## src/common/nmi_reset_pkg.sv

```systemverilog
// Constants and types shared by the NMI and reset control block
package nmi_reset_pkg;

  // ---------------------------------------------------------------
  // Bus geometry
  // ---------------------------------------------------------------
  localparam int ADDR_W = 16;
  localparam int DATA_W = 32;

  // ---------------------------------------------------------------
  // Register offsets
  // ---------------------------------------------------------------
  localparam logic [15:0] OFS_SOFT_RESET = 16'h1250;
  localparam logic [15:0] OFS_NMI_CTRL   = 16'h1260;
  localparam logic [15:0] OFS_PWR_CTRL   = 16'h1270;
  localparam logic [15:0] OFS_UNLOCK     = 16'h1280;
  localparam logic [15:0] OFS_IRQ_STATUS = 16'h1284;
  localparam logic [15:0] OFS_IRQ_MASK   = 16'h1288;

  // ---------------------------------------------------------------
  // Field positions
  // ---------------------------------------------------------------
  localparam int BIT_SOFT_TRIGGER = 0;
  localparam int BIT_DEADMAN      = 25;
  localparam int BIT_WATCHDOG     = 24;
  localparam int BIT_SW_NMI       = 23;
  localparam int BIT_CLOCK_FAIL   = 17;
  localparam int BIT_SLEEP_WAKE   = 16;
  localparam int RELOAD_LSB       = 0;
  localparam int RELOAD_W         = 8;
  localparam int BIT_REG_ACTIVE   = 0;

  // Interrupt status layout
  localparam int IRQ_W            = 3;
  localparam int IRQ_NMI_RAISED   = 0;
  localparam int IRQ_DELAY_START  = 1;
  localparam int IRQ_LOCK_REFUSED = 2;

  // ---------------------------------------------------------------
  // Reset values
  // ---------------------------------------------------------------
  localparam logic [7:0]       RELOAD_RST = 8'h00;
  localparam logic [IRQ_W-1:0] IRQ_RST    = 3'h0;
  localparam logic [31:0]      RDATA_RST  = 32'h0000_0000;

  // Unlock keys, values arbitrary
  localparam logic [31:0] UNLOCK_KEY1 = 32'h1234_5678;
  localparam logic [31:0] UNLOCK_KEY2 = 32'h8765_4321;

  // ---------------------------------------------------------------
  // State types
  // ---------------------------------------------------------------
  typedef enum logic [1:0]
  {
    UNLK_LOCKED = 2'b00,
    UNLK_KEY1   = 2'b01,
    UNLK_OPEN   = 2'b10
  } unlockState_t;

  typedef enum logic
  {
    CNT_IDLE = 1'b0,
    CNT_RUN  = 1'b1
  } cntState_t;

endpackage

```

## src/hw/nmi_reset_counter.sv

```systemverilog
// Delayed device reset down-counter
`timescale 1ns/100ps
module nmi_reset_counter
  import nmi_reset_pkg::*;
(
  input  wire logic                clk,
  input  wire logic                sys_rst,
  input  wire logic                load,
  input  wire logic [RELOAD_W-1:0] reload,
  output logic                     expired,
  output logic                     running,
  output logic [RELOAD_W-1:0]      count
);

  typedef struct packed
  {
    cntState_t           st;
    logic [RELOAD_W-1:0] cnt;
    logic                expired;
  } cntRegs_t;

  cntRegs_t s_r;
  cntRegs_t s_nxt;

  // ---------------------------------------------------------------
  // Next state
  // ---------------------------------------------------------------
  always_comb
  begin
    s_nxt         = s_r;
    s_nxt.expired = 1'b0;
    case (s_r.st)
      CNT_IDLE:
      begin
        if (load)
        begin
          if (reload == RELOAD_RST)
          begin
            s_nxt.expired = 1'b1;
          end
          else
          begin
            s_nxt.cnt = reload;
            s_nxt.st  = CNT_RUN;
          end
        end
      end
      CNT_RUN:
      begin
        s_nxt.cnt = s_r.cnt - 8'h01;
        if (s_r.cnt == 8'h01)
        begin
          s_nxt.expired = 1'b1;
          s_nxt.st      = CNT_IDLE;
        end
      end
      default:
      begin
        s_nxt.st = CNT_IDLE;
      end
    endcase
  end

  // ---------------------------------------------------------------
  // Registers
  // ---------------------------------------------------------------
  always_ff @(posedge clk)
  begin
    if (sys_rst)
    begin
      s_r <= '{st: CNT_IDLE, cnt: RELOAD_RST, expired: 1'b0};
    end
    else
    begin
      s_r <= s_nxt;
    end
  end

  assign expired = s_r.expired;
  assign running = (s_r.st == CNT_RUN);
  assign count   = s_r.cnt;

endmodule

```

## src/hw/nmi_reset_control.sv

```systemverilog
// NMI sources, software reset and delayed reset control
//
// Decided for this implementation: strobed register access and the register offsets.
`timescale 1ns/100ps
//
// Behaviour
// Software unlocks before writing reset trigger
// Armed trigger: reading register resets device
// Writing one arms reset; zero ignored
// Deadman flag set by timeout or software
// Watchdog flag set by timeout or software
// Software NMI bit raises an NMI
// Clock-fail flag set on monitor failure
// Software clock-fail never switches oscillator
// Sleep watchdog flag raises watchdog NMI
// Eight-bit reload counts system clock cycles
// Zero reload resets without delay
// Counter decrements, resets device at zero
// Only awake watchdog and deadman start counter
// Regulator bit keeps regulator on in Sleep
// Unimplemented bits read zero, ignore writes
// Writable fields are zero after reset
// Counter loads on NMI, one-cycle reset
module nmi_reset_control
  import nmi_reset_pkg::*;
(
  input  wire logic              clk,
  input  wire logic              sys_rst,
  input  wire logic [ADDR_W-1:0] addr,
  input  wire logic [DATA_W-1:0] wrData,
  input  wire logic              wrEn,
  input  wire logic              rdEn,
  output logic      [DATA_W-1:0] rdData,
  input  wire logic              watchdogTimeout,
  input  wire logic              deadmanTimeout,
  input  wire logic              clockFailDetect,
  input  wire logic              sleepMode,
  output logic                   nmiRequest,
  output logic                   resetRequest,
  output logic                   clockSwitchRequest,
  output logic                   regulatorSleepActive,
  output logic                   regulatorStandby,
  output logic                   irq
);

  typedef struct packed
  {
    unlockState_t        unlock;
    logic                swArmed;
    logic                swFire;
    logic                deadmanFlag;
    logic                watchdogFlag;
    logic                software_nmi_trigger;
    logic                clockFailFlag;
    logic                sleepWakeFlag;
    logic [RELOAD_W-1:0] reload;
    logic                regActive;
    logic                regStandby;
    logic                clkSwitch;
    logic [IRQ_W-1:0]    irqStatus;
    logic [IRQ_W-1:0]    irqMask;
    logic [DATA_W-1:0]   rdData;
  } ctrlRegs_t;

  ctrlRegs_t s_r;
  ctrlRegs_t s_nxt;

  logic                cntLoad;
  logic                cntExpired;
  logic                cntRunning;

  // ---------------------------------------------------------------
  // Address decode
  // ---------------------------------------------------------------
  logic wrSoft;
  logic wrNmi;
  logic wrPwr;
  logic wrUnlock;
  logic wrStatus;
  logic wrMask;
  logic rdSoft;

  assign wrSoft   = wrEn && (addr == OFS_SOFT_RESET);
  assign wrNmi    = wrEn && (addr == OFS_NMI_CTRL);
  assign wrPwr    = wrEn && (addr == OFS_PWR_CTRL);
  assign wrUnlock = wrEn && (addr == OFS_UNLOCK);
  assign wrStatus = wrEn && (addr == OFS_IRQ_STATUS);
  assign wrMask   = wrEn && (addr == OFS_IRQ_MASK);
  assign rdSoft   = rdEn && (addr == OFS_SOFT_RESET);

  // ---------------------------------------------------------------
  // Event sources
  // ---------------------------------------------------------------
  logic hwWatchdog;
  logic hwSleepWake;
  logic swDeadman;
  logic swWatchdog;
  logic swSoftNmi;
  logic swClockFail;
  logic swSleepWake;
  logic nmiEvent;
  logic lockRefused;

  assign hwWatchdog  = watchdogTimeout && !sleepMode;
  assign hwSleepWake = watchdogTimeout && sleepMode;
  assign swDeadman   = wrNmi && wrData[BIT_DEADMAN];
  assign swWatchdog  = wrNmi && wrData[BIT_WATCHDOG];
  assign swSoftNmi   = wrNmi && wrData[BIT_SW_NMI];
  assign swClockFail = wrNmi && wrData[BIT_CLOCK_FAIL];
  assign swSleepWake = wrNmi && wrData[BIT_SLEEP_WAKE];

  // Only awake watchdog and deadman events start the delay
  assign cntLoad = hwWatchdog || deadmanTimeout || swDeadman || swWatchdog;

  assign nmiEvent = watchdogTimeout || deadmanTimeout || clockFailDetect
                    || swDeadman || swWatchdog || swSoftNmi
                    || swClockFail || swSleepWake;

  assign lockRefused = wrSoft && (s_r.unlock != UNLK_OPEN);

  // ---------------------------------------------------------------
  // Next state
  // ---------------------------------------------------------------
  logic [IRQ_W-1:0] irqSet;

  always_comb
  begin
    s_nxt        = s_r;
    s_nxt.swFire = 1'b0;

    // Unlock sequence
    if (wrUnlock)
    begin
      case (s_r.unlock)
        UNLK_LOCKED:
        begin
          s_nxt.unlock = (wrData == UNLOCK_KEY1) ? UNLK_KEY1 : UNLK_LOCKED;
        end
        UNLK_KEY1:
        begin
          s_nxt.unlock = (wrData == UNLOCK_KEY2) ? UNLK_OPEN : UNLK_LOCKED;
        end
        UNLK_OPEN:
        begin
          s_nxt.unlock = UNLK_LOCKED;
        end
        default:
        begin
          s_nxt.unlock = UNLK_LOCKED;
        end
      endcase
    end

    // Software reset arm and fire
    if (wrSoft)
    begin
      s_nxt.unlock = UNLK_LOCKED;
      if ((s_r.unlock == UNLK_OPEN) && wrData[BIT_SOFT_TRIGGER])
      begin
        s_nxt.swArmed = 1'b1;
      end
    end
    if (rdSoft && s_r.swArmed)
    begin
      s_nxt.swFire  = 1'b1;
      s_nxt.swArmed = 1'b0;
    end

    // NMI control writes, only implemented bits kept
    if (wrNmi)
    begin
      s_nxt.deadmanFlag   = wrData[BIT_DEADMAN];
      s_nxt.watchdogFlag  = wrData[BIT_WATCHDOG];
      s_nxt.software_nmi_trigger         = wrData[BIT_SW_NMI];
      s_nxt.clockFailFlag = wrData[BIT_CLOCK_FAIL];
      s_nxt.sleepWakeFlag = wrData[BIT_SLEEP_WAKE];
      s_nxt.reload        = wrData[RELOAD_LSB +: RELOAD_W];
    end

    // Hardware sets win over software clears
    if (deadmanTimeout)
    begin
      s_nxt.deadmanFlag = 1'b1;
    end
    if (hwWatchdog)
    begin
      s_nxt.watchdogFlag = 1'b1;
    end
    if (clockFailDetect)
    begin
      s_nxt.clockFailFlag = 1'b1;
    end
    if (hwSleepWake)
    begin
      s_nxt.sleepWakeFlag = 1'b1;
    end

    // Oscillator switch only from the monitor itself
    s_nxt.clkSwitch = clockFailDetect;

    // Power control
    if (wrPwr)
    begin
      s_nxt.regActive = wrData[BIT_REG_ACTIVE];
    end
    s_nxt.regStandby = sleepMode && !s_nxt.regActive;

    // Interrupt status, set wins over write-one-clear
    irqSet                   = '0;
    irqSet[IRQ_NMI_RAISED]   = nmiEvent;
    irqSet[IRQ_DELAY_START]  = cntLoad && !cntRunning;
    irqSet[IRQ_LOCK_REFUSED] = lockRefused;
    if (wrStatus)
    begin
      s_nxt.irqStatus = s_r.irqStatus & ~wrData[IRQ_W-1:0];
    end
    s_nxt.irqStatus = s_nxt.irqStatus | irqSet;
    if (wrMask)
    begin
      s_nxt.irqMask = wrData[IRQ_W-1:0];
    end

    // Read data, unmapped and unimplemented bits zero
    s_nxt.rdData = RDATA_RST;
    if (rdEn)
    begin
      case (addr)
        OFS_NMI_CTRL:
        begin
          s_nxt.rdData[BIT_DEADMAN]                = s_r.deadmanFlag;
          s_nxt.rdData[BIT_WATCHDOG]               = s_r.watchdogFlag;
          s_nxt.rdData[BIT_SW_NMI]                 = s_r.software_nmi_trigger;
          s_nxt.rdData[BIT_CLOCK_FAIL]             = s_r.clockFailFlag;
          s_nxt.rdData[BIT_SLEEP_WAKE]             = s_r.sleepWakeFlag;
          s_nxt.rdData[RELOAD_LSB +: RELOAD_W]     = s_r.reload;
        end
        OFS_PWR_CTRL:
        begin
          s_nxt.rdData[BIT_REG_ACTIVE] = s_r.regActive;
        end
        OFS_UNLOCK:
        begin
          s_nxt.rdData[0] = (s_r.unlock == UNLK_OPEN);
        end
        OFS_IRQ_STATUS:
        begin
          s_nxt.rdData[IRQ_W-1:0] = s_r.irqStatus;
        end
        OFS_IRQ_MASK:
        begin
          s_nxt.rdData[IRQ_W-1:0] = s_r.irqMask;
        end
        default:
        begin
          s_nxt.rdData = RDATA_RST;
        end
      endcase
    end
  end

  // ---------------------------------------------------------------
  // Registers
  // ---------------------------------------------------------------
  always_ff @(posedge clk)
  begin
    if (sys_rst)
    begin
      s_r <= '{unlock: UNLK_LOCKED, reload: RELOAD_RST, irqStatus: IRQ_RST,
               irqMask: IRQ_RST, rdData: RDATA_RST, default: 1'b0};
    end
    else
    begin
      s_r <= s_nxt;
    end
  end

  // ---------------------------------------------------------------
  // Delayed reset counter
  // ---------------------------------------------------------------
  nmi_reset_counter u_counter
  (
    .clk     (clk),
    .sys_rst (sys_rst),
    .load    (cntLoad),
    .reload  (s_r.reload),
    .expired (cntExpired),
    .running (cntRunning),
    .count   ()
  );

  // ---------------------------------------------------------------
  // Outputs
  // ---------------------------------------------------------------
  assign rdData               = s_r.rdData;
  assign nmiRequest           = s_r.deadmanFlag | s_r.watchdogFlag | s_r.software_nmi_trigger
                                | s_r.clockFailFlag | s_r.sleepWakeFlag;
  assign resetRequest         = s_r.swFire | cntExpired;
  assign clockSwitchRequest   = s_r.clkSwitch;
  assign regulatorSleepActive = s_r.regActive;
  assign regulatorStandby     = s_r.regStandby;
  assign irq                  = |(s_r.irqStatus & s_r.irqMask);

endmodule

```

## config.mk

```make
export PLATFORM = sky130hd
export DESIGN_NAME = nmi_reset_control
export DESIGN_NICKNAME = d
export VERILOG_FILES = /design/src/common/nmi_reset_pkg.sv /design/src/hw/nmi_reset_counter.sv /design/src/hw/nmi_reset_control.sv
export SDC_FILE = /design/constraint.sdc
export NUM_CORES = 1
export LEC_CHECK = 0
export BUFFER_PORTS_ARGS = -buffer_cell sky130_fd_sc_hd__buf_4
export CORE_MARGIN = 3
export CORE_UTILIZATION = 45
export DETAILED_ROUTE_END_ITERATION = 10
export HOLD_SLACK_MARGIN = 0.06
export PLACE_DENSITY_LB_ADDON = 0.05
export SLEW_MARGIN = 20
export SYNTH_ARGS = -nofsm -noshare
export SYNTH_HDL_FRONTEND = slang
export SYNTH_SLANG_ARGS = --single-unit
export TNS_END_PERCENT = 20
```

## constraint.sdc

```tcl
create_clock -name clk -period 2.5 [get_ports clk]
set_input_delay 0.5 -clock clk [delete_from_list [all_inputs] [get_ports clk]]
set_output_delay 0.5 -clock clk [all_outputs]
set_load 0.03 [all_outputs]
```

==> results by group, run 1 <==
Timing
  • Slew Viols, Final: 0
  • Relative slew slack: 0.608
  • Tcrit/Tclk final: 0.872
  • Setup violators final: 0
  • Setup TNS after final layout: 0 ns
  • Fmax: 0.459 GHz
  • Tmin final: 2.18 ns
  • RSZ-0062 raised after global routing: false
  • Fin. Hold Viols: 0
  • Slew at the pin closest to its max-slew limit: 0.583 ns
  • Clk_skew: 0.0129 ns

Critical path
  • WP data arrival: 2.42 ns
  • Reg2Reg Setup Slack: 0.46 ns
  • Worst R2R End: u_counter.count[6]$_SDFFE_PP0P_
  • Setup crit end: s_r[57]$_SDFFE_PP0P_
  • Reg2Reg Depth: 5
  • Crit-path most repeated cell: or4_4
  • Slowest CP cell: or4_4
  • Worst path required time: about 2.7 ns
  • Slowest stage delay, CP: 0.57 ns
  • CP Cell Sequence: buf_4, or4b_4, or4_4, or4_4, o21ai_2
  • Startpoint types: primary input
  • RR Startpoint: s_r[48]$_SDFFE_PP0N_
  • Critical path type: in2reg
  • Type of destination of the critical path: register
  • Launch point of the worst path: addr[13]
  • Critical path peak fanout: 6

Clock tree
  • TritonCTS Buffers: 5
  • CTS Buffer Depth: 2
  • Clock Latency Late Sink: a little over 0.3 ns
  • Clock Sink Count: 49
  • # hold bufs at CTS: 0
  • TritonCTS clock tree: yes
  • H-tree lvl count: 2
  • Worst-path clk slew: 0.09 ns
  • CTS root buffer: clkbuf_8

Power and ir drop
  • PD cells: roughly 500 mW/mm²
  • Leak: 1.36 nW
  • Max VDD drop: 257 µV

Finish
  • Ant. Diodes: 0
  • Area grow syn2layout: 24.3%
  • Layout cell share with drive strength beyond 1: 0.283
  • Nets: roughly 440
  • Most common cell after layout, fill and taps aside: buf_4
  • Filler instances: 532
  • Post-route cell area: 0.00325 mm²
  • Commonest cells after routing, fill and taps aside: 87 x buf_4, 49 x dfxtp_1, 42 x nand2_1, 19 x conb_1

Placement
  • Post-DP Area: 0.00313 mm²
  • Port Buffer Count: 74
  • Gpl congestion: 0.839
  • Half-perimeter wire length after placement: 5270 µm

Detailed routing
  • Vias: around 2500
  • Wire per inst: 15.2 µm
  • DRT iter0 DRCs: ~200
  • DRT antenna net count: 0
  • DRT Pass-1 Iters: 4
  • Post-Route WL: 6850 µm
  • Vias per cell: around 5.5
  • DRC: 0

Run
  • Max-cap viol count: 0

Yosys
  • Synth Cell Area: 0.00261 mm²
  • Avg Cell Area, Syn: 8.45 µm²
  • YS warnings: 0
  • Syn Inst Count: a little over 300
  • Synth async-reset ratio: 0
  • Dominant register cell in the synthesized netlist: dfxtp_1
  • Number of synthesized flops with an enable pin: 0
  • Synthesized flop and latch total: between 40 and 50
  • Largest cells by area after synthesis: dfxtp_1 38%, buf_4 9.8%, nand2_1 6.0%
  • Area fraction of the dominant cell type after synthesis: 0.376
  • Leading area contributor after synthesis: dfxtp_1
  • Sequential-to-total area share from yosys stat: 0.376
  • Cell variety after synth: 54

Floorplanning
  • Core area: 0.00557 mm²
  • Die Height: 82.2 µm
  • Die ar.: 0.00675 mm²
  • Die width: 82.2 µm
  • Io pins: 94
  • Initial Util: 0.468
  • Number of cell rows: 27

Global routing
  • First-pass GRT wire length: 11000 µm
  • Number of global-route vias before repair: around 2300
  • GRT Overall Usage: 0.211
  • Largest net degree at the start of global routing: 36
  • Initial antenna violation count: 0
  • GRT overflow: 0

Status
  • Outcome: finished clean

Worst hold path
  • Min-Delay Path Class: in2reg
## cell usage after synthesis, types with 3 or more instances
cell type and count:
dfxtp_1 49, nand2_1 42, buf_4 34, a21oi_1 16
nor2_1 16, and2_1 12, a211oi_1 9, a31oi_1 9
clkbuf_1 9, inv_1 9, nor3_1 9, o21ai_0 7
nand3_1 6, mux2i_1 5, nor4b_1 5, nor4bb_1 5
a22oi_1 4, nand4_1 4, nor4_1 4, or4_1 4
a221oi_1 3, and3_1 3, nor3b_1 3
## how the worst min path moves through the flow
stage / startpoint / cells after the start / end / slack, ns
after floorplan: s_r[51]$_SDFFE_PP0N_ / 2 / s_r[51]$_SDFFE_PP0N_ / 0.44
after CTS: rdEn / 2 / s_r[55]$_SDFFE_PP0P_ / 0.42
final: rdEn / 2 / s_r[55]$_SDFFE_PP0P_ / 0.43
after detailed placement: s_r[51]$_SDFFE_PP0N_ / 2 / s_r[51]$_SDFFE_PP0N_ / 0.47
after global placement: s_r[51]$_SDFFE_PP0N_ / 2 / s_r[51]$_SDFFE_PP0N_ / 0.47
after global routing: rdEn / 2 / s_r[55]$_SDFFE_PP0P_ / 0.42
## cells by family (layout without fill, tap and decap cells)
family                     Yosys count  in the layout  share of synthesized area
xor gates and xnor gates             2              2                    0.00671
muxes                                5              5                     0.0192
DFF                                 49             49                      0.376
buffers and inverters               53            104                      0.126
other                                1             19                    0.00144
and+or+nand+nor                    134            134                      0.299
AOI/OAI and AO/OA                   63             63                      0.162
adders and majority gates            2              2                    0.00958
## routing by layer
layer  GRT usage  wire, µm
met1       0.280      3090
met2       0.359      3370
met3      0.0315       338
met4      0.0565        51
met5           0         0
## stage by stage
step	utilization	power, mW	hold WS (ns)	worst slack [ns]	cells
global placement	0.561	1.02	0.466	0.0393	442
detailed placement	0.561	1.02	0.466	0.0215	442
global route	0.582	1.64	0.420	0.256	450
finish	0.582	1.58	0.433	0.321	450
CTS	0.581	1.59	0.422	0.247	450
floorplan	-	0.932	0.444	0.129	327
## timing repair
action / in CTS / in global routing
setup endpoints to repair: 0 / 1
gates resized for setup: 0 / 1
hold endpoints to repair: 0 / 0
buffers inserted: 0 / 0
## critical path, delay by kind of cell
family	cells	cell delay [ns]
compound gates	1	0.15
buf+inv	1	0.11
simple gates	3	1.66
## power breakdown
group,internal [mW],switching (mW),leakage [nW]
Combinational,0.0895,0.117,0.904
Sequential,0.790,0.00601,0.397
Clock,0.300,0.277,0.0585
## layout make-up
cell class / instances / area, µm² / area share
clock inverter: 3 / 43.8 / 0.0135
sequential: 49 / 981 / 0.302
inverter: 9 / 33.8 / 0.0104
multi-input combinational: 225 / 1380 / 0.424
clock buffer: 5 / 68.8 / 0.0212
timing repair buffer: 87 / 653 / 0.201
tap: 72 / 90.1 / 0.0277
## sequential cells by signal, summed over array words and instances (netlist names)
signal / flops
u_counter.count: 8
regulatorStandby: 1
u_counter.expired: 1
s_r: 23
regulatorSleepActive: 1
u_counter.running: 1
clockSwitchRequest: 1
rdData: 13
No activity file was read; power rests on OpenSTA's default activity.
==> run 2, diff against run 1 <==
ABC_AREA = 1   (was not set)
CORE_UTILIZATION = 40   (was 45)
==> run 2 against run 1 <==
Against the previous run:
- via count up 7.6%
- critical path depth down 2
- maximum frequency up 36%
- non-clock buffer count down 12
- global-route usage down 4.2 points
- utilization down 8.0 points
- final cell count up 26%
- critical endpoint is now nmiRequest
- flip-flop and latch count unchanged
- combinational power up 6%
- first-iteration DRC count down 24%
- hold slack better by 0.010 ns
==> results by group, run 2 <==
Placement
  • Half-perimeter wire length after placement: 5620 µm
  • Post-DP Area: 0.00333 mm²
  • Gpl congestion: 0.793
  • Port Buffer Count: between 70 and 80

Power and ir drop
  • Overall power: 1.61 mW
  • PD cells: around 470 mW/mm²
  • Max VDD drop: 261 µV
  • Leak: 1.72 nW

Yosys
  • Count leader, synth: inv_1
  • Synth cell count leaders: 68 x inv_1, 61 x nand2_1, 57 x nor2_1, 49 x dfxtp_1, 32 x buf_4
  • Avg Cell Area, Syn: 7.04 µm²
  • Area fraction of the dominant cell type after synthesis: 0.342
  • Cell variety after synth: 43
  • Synth async-reset ratio: 0
  • Leading area contributor after synthesis: dfxtp_1
  • Sequential-to-total area share from yosys stat: 0.342
  • Number of synthesized flops with an enable pin: 0
  • YS warnings: 0
  • Synthesized flop and latch total: 49
  • Syn Inst Count: just over 400
  • Synth Cell Area: 0.00287 mm²
  • Dominant register cell in the synthesized netlist: dfxtp_1
  • Largest cells by area after synthesis: dfxtp_1 34%, inv_1 8.9%, buf_4 8.4%

Floorplanning
  • Initial Util: 0.417
  • Io pins: 94
  • Die ar.: 0.00821 mm²
  • Die Height: 90.6 µm
  • Core area: 0.00687 mm²
  • Die width: ~90 µm
  • Number of cell rows: 30

Clock tree
  • TritonCTS Buffers: 5
  • Post-CTS Setup Inserts: 0
  • Clock Latency Late Sink: 0.30 ns
  • CTS resizes: 0
  • # hold bufs at CTS: 0
  • CTS Buffer Depth: 2
  • H-tree lvl count: 2
  • CTS root buffer: clkbuf_8
  • Worst-path clk slew: roughly 0.090 ns
  • TritonCTS clock tree: yes
  • Clock Sink Count: roughly 50

Critical path
  • CP Cell Sequence: nor3_1, nand3_1, buf_4
  • Worst path required time: 2.00 ns
  • RR Startpoint: s_r[42]$_SDFFE_PP0N_
  • Slowest CP cell: dfxtp_1
  • WP data arrival: 1.10 ns
  • Critical path peak fanout: 3
  • Launch point of the worst path: s_r[51]$_SDFFE_PP0N_
  • Critical path type: reg2out
  • Slowest stage delay, CP: ~0.34 ns
  • Type of destination of the critical path: output pin
  • Startpoint types: register

Timing
  • Fin. Hold Viols: 0
  • Tcrit/Tclk final: 0.641
  • Setup violators final: 0
  • Relative slew slack: 0.651
  • Slew Viols, Final: 0
  • Tmin final: 1.60 ns
  • Clk_skew: a little over 0.007 ns
  • Setup TNS after final layout: 0 ns
  • Slew at the pin closest to its max-slew limit: 0.518 ns
  • RSZ-0062 raised after global routing: false
  • Fmax: between 0.6 and 0.7 GHz

Global routing
  • First-pass GRT wire length: 11400 µm
  • Largest net degree at the start of global routing: 19
  • GRT Overall Usage: 0.169
  • GRT overflow: 0
  • Initial antenna violation count: 0
  • Number of global-route vias before repair: about 2500

Detailed routing
  • Wire per inst: 12.4 µm
  • DRT Pass-1 Iters: 4
  • Vias per cell: roughly 4.7
  • Vias: 2645
  • DRT iter0 DRCs: 154
  • DRC: 0
  • DRT antenna net count: 0
  • Post-Route WL: 7000 µm

Finish
  • Top reg by flops: s_r
  • Nets: 527
  • Area grow syn2layout: 20.6%
  • Most common cell after layout, fill and taps aside: buf_4
  • Commonest cells after routing, fill and taps aside: 75 x buf_4, 68 x inv_1, 61 x nand2_1, 57 x nor2_1, 49 x dfxtp_1
  • Filler instances: 739
  • Final core utilization: 0.503
  • Post-route cell area: 0.00345 mm²
  • Ant. Diodes: 0
  • Layout cell share with drive strength beyond 1: 0.251
  • Largest register FFs: 23

Worst hold path
  • Min-Delay Path Class: in2reg
  • Min-delay src: clockFailDetect

Run
  • Max-cap viol count: 0

Status
  • Outcome: finished clean
-- run 2: worst max-delay path, delay by kind of cell, from the launching register on --
| family | cells | cell delay [ns] |
|---|---|---|
| buf+inv | 1 | 0.18 |
| simple gates | 2 | 0.28 |
| flops | 1 | 0.34 |
-- run 2: final cells by class --
class	count	area, µm²	share of cell area
Multi-Input combinational cell	267	1400	0.406
Sequential cell	49	981	0.284
Timing Repair Buffer	75	563	0.163
Inverter	71	269	0.0779
Tap cell	96	120	0.0348
Clock buffer	6	82.6	0.0239
Clock inverter	2	37.5	0.0109
-- run 2: path summary, 6_finish.rpt --
| kind | to | slack (ns) | cells after the start |
|---|---|---|---|
| setup reg to reg | u_counter.running$_SDFF_PP0_ | 1.09 | 5 |
| hold reg to reg | rdData[23]$_SDFF_PP0_ | 0.47 | 2 |
| setup / recovery | nmiRequest | 0.90 | 3 |
| hold / removal | clockSwitchRequest$_SDFF_PP0_ | 0.44 | 3 |
-- run 2: kinds of logic after synthesis --
family / count (synthesis) / share of synthesized area
AO/OA/AOI/OAI: 53 / 0.117
XOR/XNOR: 2 / 0.00611
adder cells (fa/ha/maj): 2 / 0.00873
buffers and inverters: 109 / 0.192
flip-flops: 49 / 0.342
other: 1 / 0.00131
AND/OR/NAND/NOR: 191 / 0.333
-- run 2: metal layers --
| metal | global-route usage | share of wire | up-vias |
|---|---|---|---|
| li1 | - | - | 1373 |
| met1 | 0.236 | 0.48 | 1180 |
| met2 | 0.270 | 0.45 | 87 |
| met3 | 0.0358 | 0.061 | 5 |
| met4 | 0.0332 | 0.0061 | 0 |
| met5 | 0 | 0 | - |
-- run 2: stage by stage --
step | hold WS, ns | std cells | worst slack (ns)
after floorplan | 0.422 | 425 | 0.946
after global placement | 0.458 | 558 | 0.617
after detailed placement | 0.458 | 558 | 0.578
after CTS | 0.434 | 566 | 0.883
after global routing | 0.470 | 566 | 0.795
final | 0.443 | 566 | 0.897
-- run 2: power breakdown --
| part | leakage, nW | internal, mW | total (mW) | switching (mW) |
|---|---|---|---|---|
| clock | 0.0574 | 0.326 | 0.599 | 0.273 |
| sequential | 0.397 | 0.789 | 0.794 | 0.00428 |
| combinational | 1.27 | 0.0858 | 0.219 | 0.133 |
==> run 3, diff against run 2 <==
clock period = 1.6 ns   (was 2.5 ns; I/O delays follow)
==> run 3 against run 2 <==
Against the previous run:
- combinational power grew 62%
- flip-flop and latch count unchanged
- hold slack lost 0.18 ns
- utilization rose by 1.9 points
- power is 55% higher
- final area up 3.8%
- non-clock buffer count up 15
- global-route usage is 0.29 points higher
- via count rose by 0.83%
- die area did not move
- wire length about the same
- register-to-register slack lost 0.93 ns
==> results by group, run 3 (synthesis gave the netlist of run 2 again) <==
Detailed routing
  • DRT antenna net count: 0
  • Vias: 2667
  • Wire per inst: 12.0 µm
  • DRT iter0 DRCs: ~140
  • Vias per cell: 4.59
  • Post-Route WL: 7000 µm
  • DRC: 0
  • DRT Pass-1 Iters: 4

Timing
  • WHS: 0.258 ns
  • Clk_skew: 0.00284 ns
  • Tmin final: 1.44 ns
  • RSZ-0062 raised after global routing: false
  • Fin worst setup slack: 0.160 ns
  • Slew Viols, Final: 0
  • Fin. Hold Viols: 0
  • Setup violators final: 0
  • Tcrit/Tclk final: 0.900
  • Fmax: between 0.6 and 0.7 GHz

Placement
  • Port Buffer Count: 74
  • DP Worst Slack: -0.0484 ns
  • Gpl congestion: 0.826
  • Half-perimeter wire length after placement: 5650 µm

Finish
  • Commonest cells after routing, fill and taps aside: 88 x buf_4, 68 x inv_1, 61 x nand2_1, 57 x nor2_1, 49 x dfxtp_1
  • Nets: 542
  • Ant. Diodes: 0
  • Layout cell share with drive strength beyond 1: 0.274
  • Top reg by flops: s_r
  • Reg area: 981 µm²
  • Most common cell after layout, fill and taps aside: buf_4
  • Final core utilization: 0.522
  • Area grow syn2layout: 25.2%
  • Filler instances: 714
  • Largest register FFs: 23
  • Area of the multi-input gates: 0.00140 mm²

Critical path
  • RR Startpoint: s_r[42]$_SDFFE_PP0N_
  • Startpoint types: register
  • CP Cell Sequence: nor4_2, nand2_1, nand2_4, nand2_4, nand4_1, nand2_1
  • WP data arrival: 1.64 ns
  • Worst R2R End: u_counter.count[1]$_SDFFE_PP0P_
  • Reg2Reg Depth: 6
  • Critical path peak fanout: 9
  • Worst path required time: 1.80 ns
  • Slowest CP cell: nor4_2
  • Type of destination of the critical path: register
  • Reg2Reg Setup Slack: 0.16 ns
  • Critical path type: reg2reg
  • Slowest stage delay, CP: 0.39 ns

Global routing
  • Initial antenna violation count: 0
  • GR Layer Usage met1: 0.234
  • Largest net degree at the start of global routing: 27
  • Met2 Use GR: 0.279
  • Number of global-route vias before repair: about 2500
  • Busiest grt layer: met2
  • First-pass GRT wire length: 11600 µm
  • GRT Overall Usage: 0.172
  • GRT overflow: 0
  • M3 GR Usage: 0.0392

Floorplanning
  • Core area: 0.00687 mm²
  • Initial Util: 0.417
  • Number of cell rows: 30
  • Die width: between 90 and 100 µm
  • Die Height: 90.6 µm
  • Die ar.: a little over 0.008 mm²
  • Io pins: 94

Power and ir drop
  • Leak: 1.80 nW
  • Max VDD drop: 366 µV
  • PD cells: between 600 and 700 mW/mm²
  • Overall power: around 2.5 mW

Clock tree
  • H-tree lvl count: 2
  • CTS resizes: 0
  • CTS Buffer Depth: 2
  • Clock Latency Late Sink: 0.30 ns
  • TritonCTS Buffers: 5
  • TritonCTS clock tree: yes
  • # hold bufs at CTS: 0
  • CTS root buffer: clkbuf_8
  • Clock Sink Count: 49
  • Worst-path clk slew: 0.09 ns
  • Post-CTS Setup Inserts: 0

Worst hold path
  • Hold EP: clockSwitchRequest$_SDFF_PP0_
  • Min-Delay Path Class: in2reg
  • Min-Delay Path Depth: 3
  • Min-delay src: clockFailDetect

Run
  • Max-cap viol count: 0

Status
  • Outcome: finished clean
[run 3: worst max path at each step]
stage	slack, ns	cells after the start	endpoint	from
2_1_floorplan	0.23	10	u_counter.count[7]$_SDFFE_PP0P_	addr[15]
3_3_place_gp	-0.02	11	s_r[35]$_SDFF_PP0_	addr[5]
3_5_place_dp	-0.05	11	u_counter.count[7]$_SDFFE_PP0P_	addr[15]
4_1_cts	0.15	5	u_counter.running$_SDFF_PP0_	s_r[42]$_SDFFE_PP0N_
5_1_grt	0.008	9	u_counter.count[7]$_SDFFE_PP0P_	u_counter.count[0]$_SDFFE_PP0P_
6_report	0.16	6	u_counter.count[1]$_SDFFE_PP0P_	s_r[42]$_SDFFE_PP0N_
[run 3: routing by layer]
layer | share of wire | up-vias
li1 | - | 1400
met1 | 0.48 | 1187
met2 | 0.45 | 75
met3 | 0.064 | 5
met4 | 0.0076 | 0
met5 | 0 | -
[run 3: stage by stage]
step | instance area (µm²) | std cells | TNS, ns
after detailed placement | 3470 | 573 | -0.219
after CTS | 3590 | 581 | 0
after global placement | 3470 | 573 | -0.101
final | 3590 | 581 | 0
after floorplan | 2930 | 425 | 0
after global routing | 3590 | 581 | 0
[run 3: area by class of cell]
type | count | area share
multi-input cells | 267 | 0.391
flip-flops and latches | 49 | 0.273
repair buffers | 90 | 0.195
inverters | 71 | 0.0750
well taps | 96 | 0.0335
clock buffers | 5 | 0.0192
clock inverters | 3 | 0.0129
[run 3: critical path, delay by kind of cell, from the launching register on]
| kind | cells | cell delay, ns |
|---|---|---|
| flip-flops | 1 | 0.37 |
| AND/OR/NAND/NOR | 6 | 0.96 |
[run 3: where the power goes]
group / internal [mW] / switching [mW] / total, mW / leakage, nW
Sequential: 1.23 / 0.00606 / 1.24 / 0.397
Clock: 0.468 / 0.434 / 0.902 / 0.0543
Combinational: 0.145 / 0.210 / 0.355 / 1.35
Total: 1.85 / 0.650 / 2.50 / 1.80
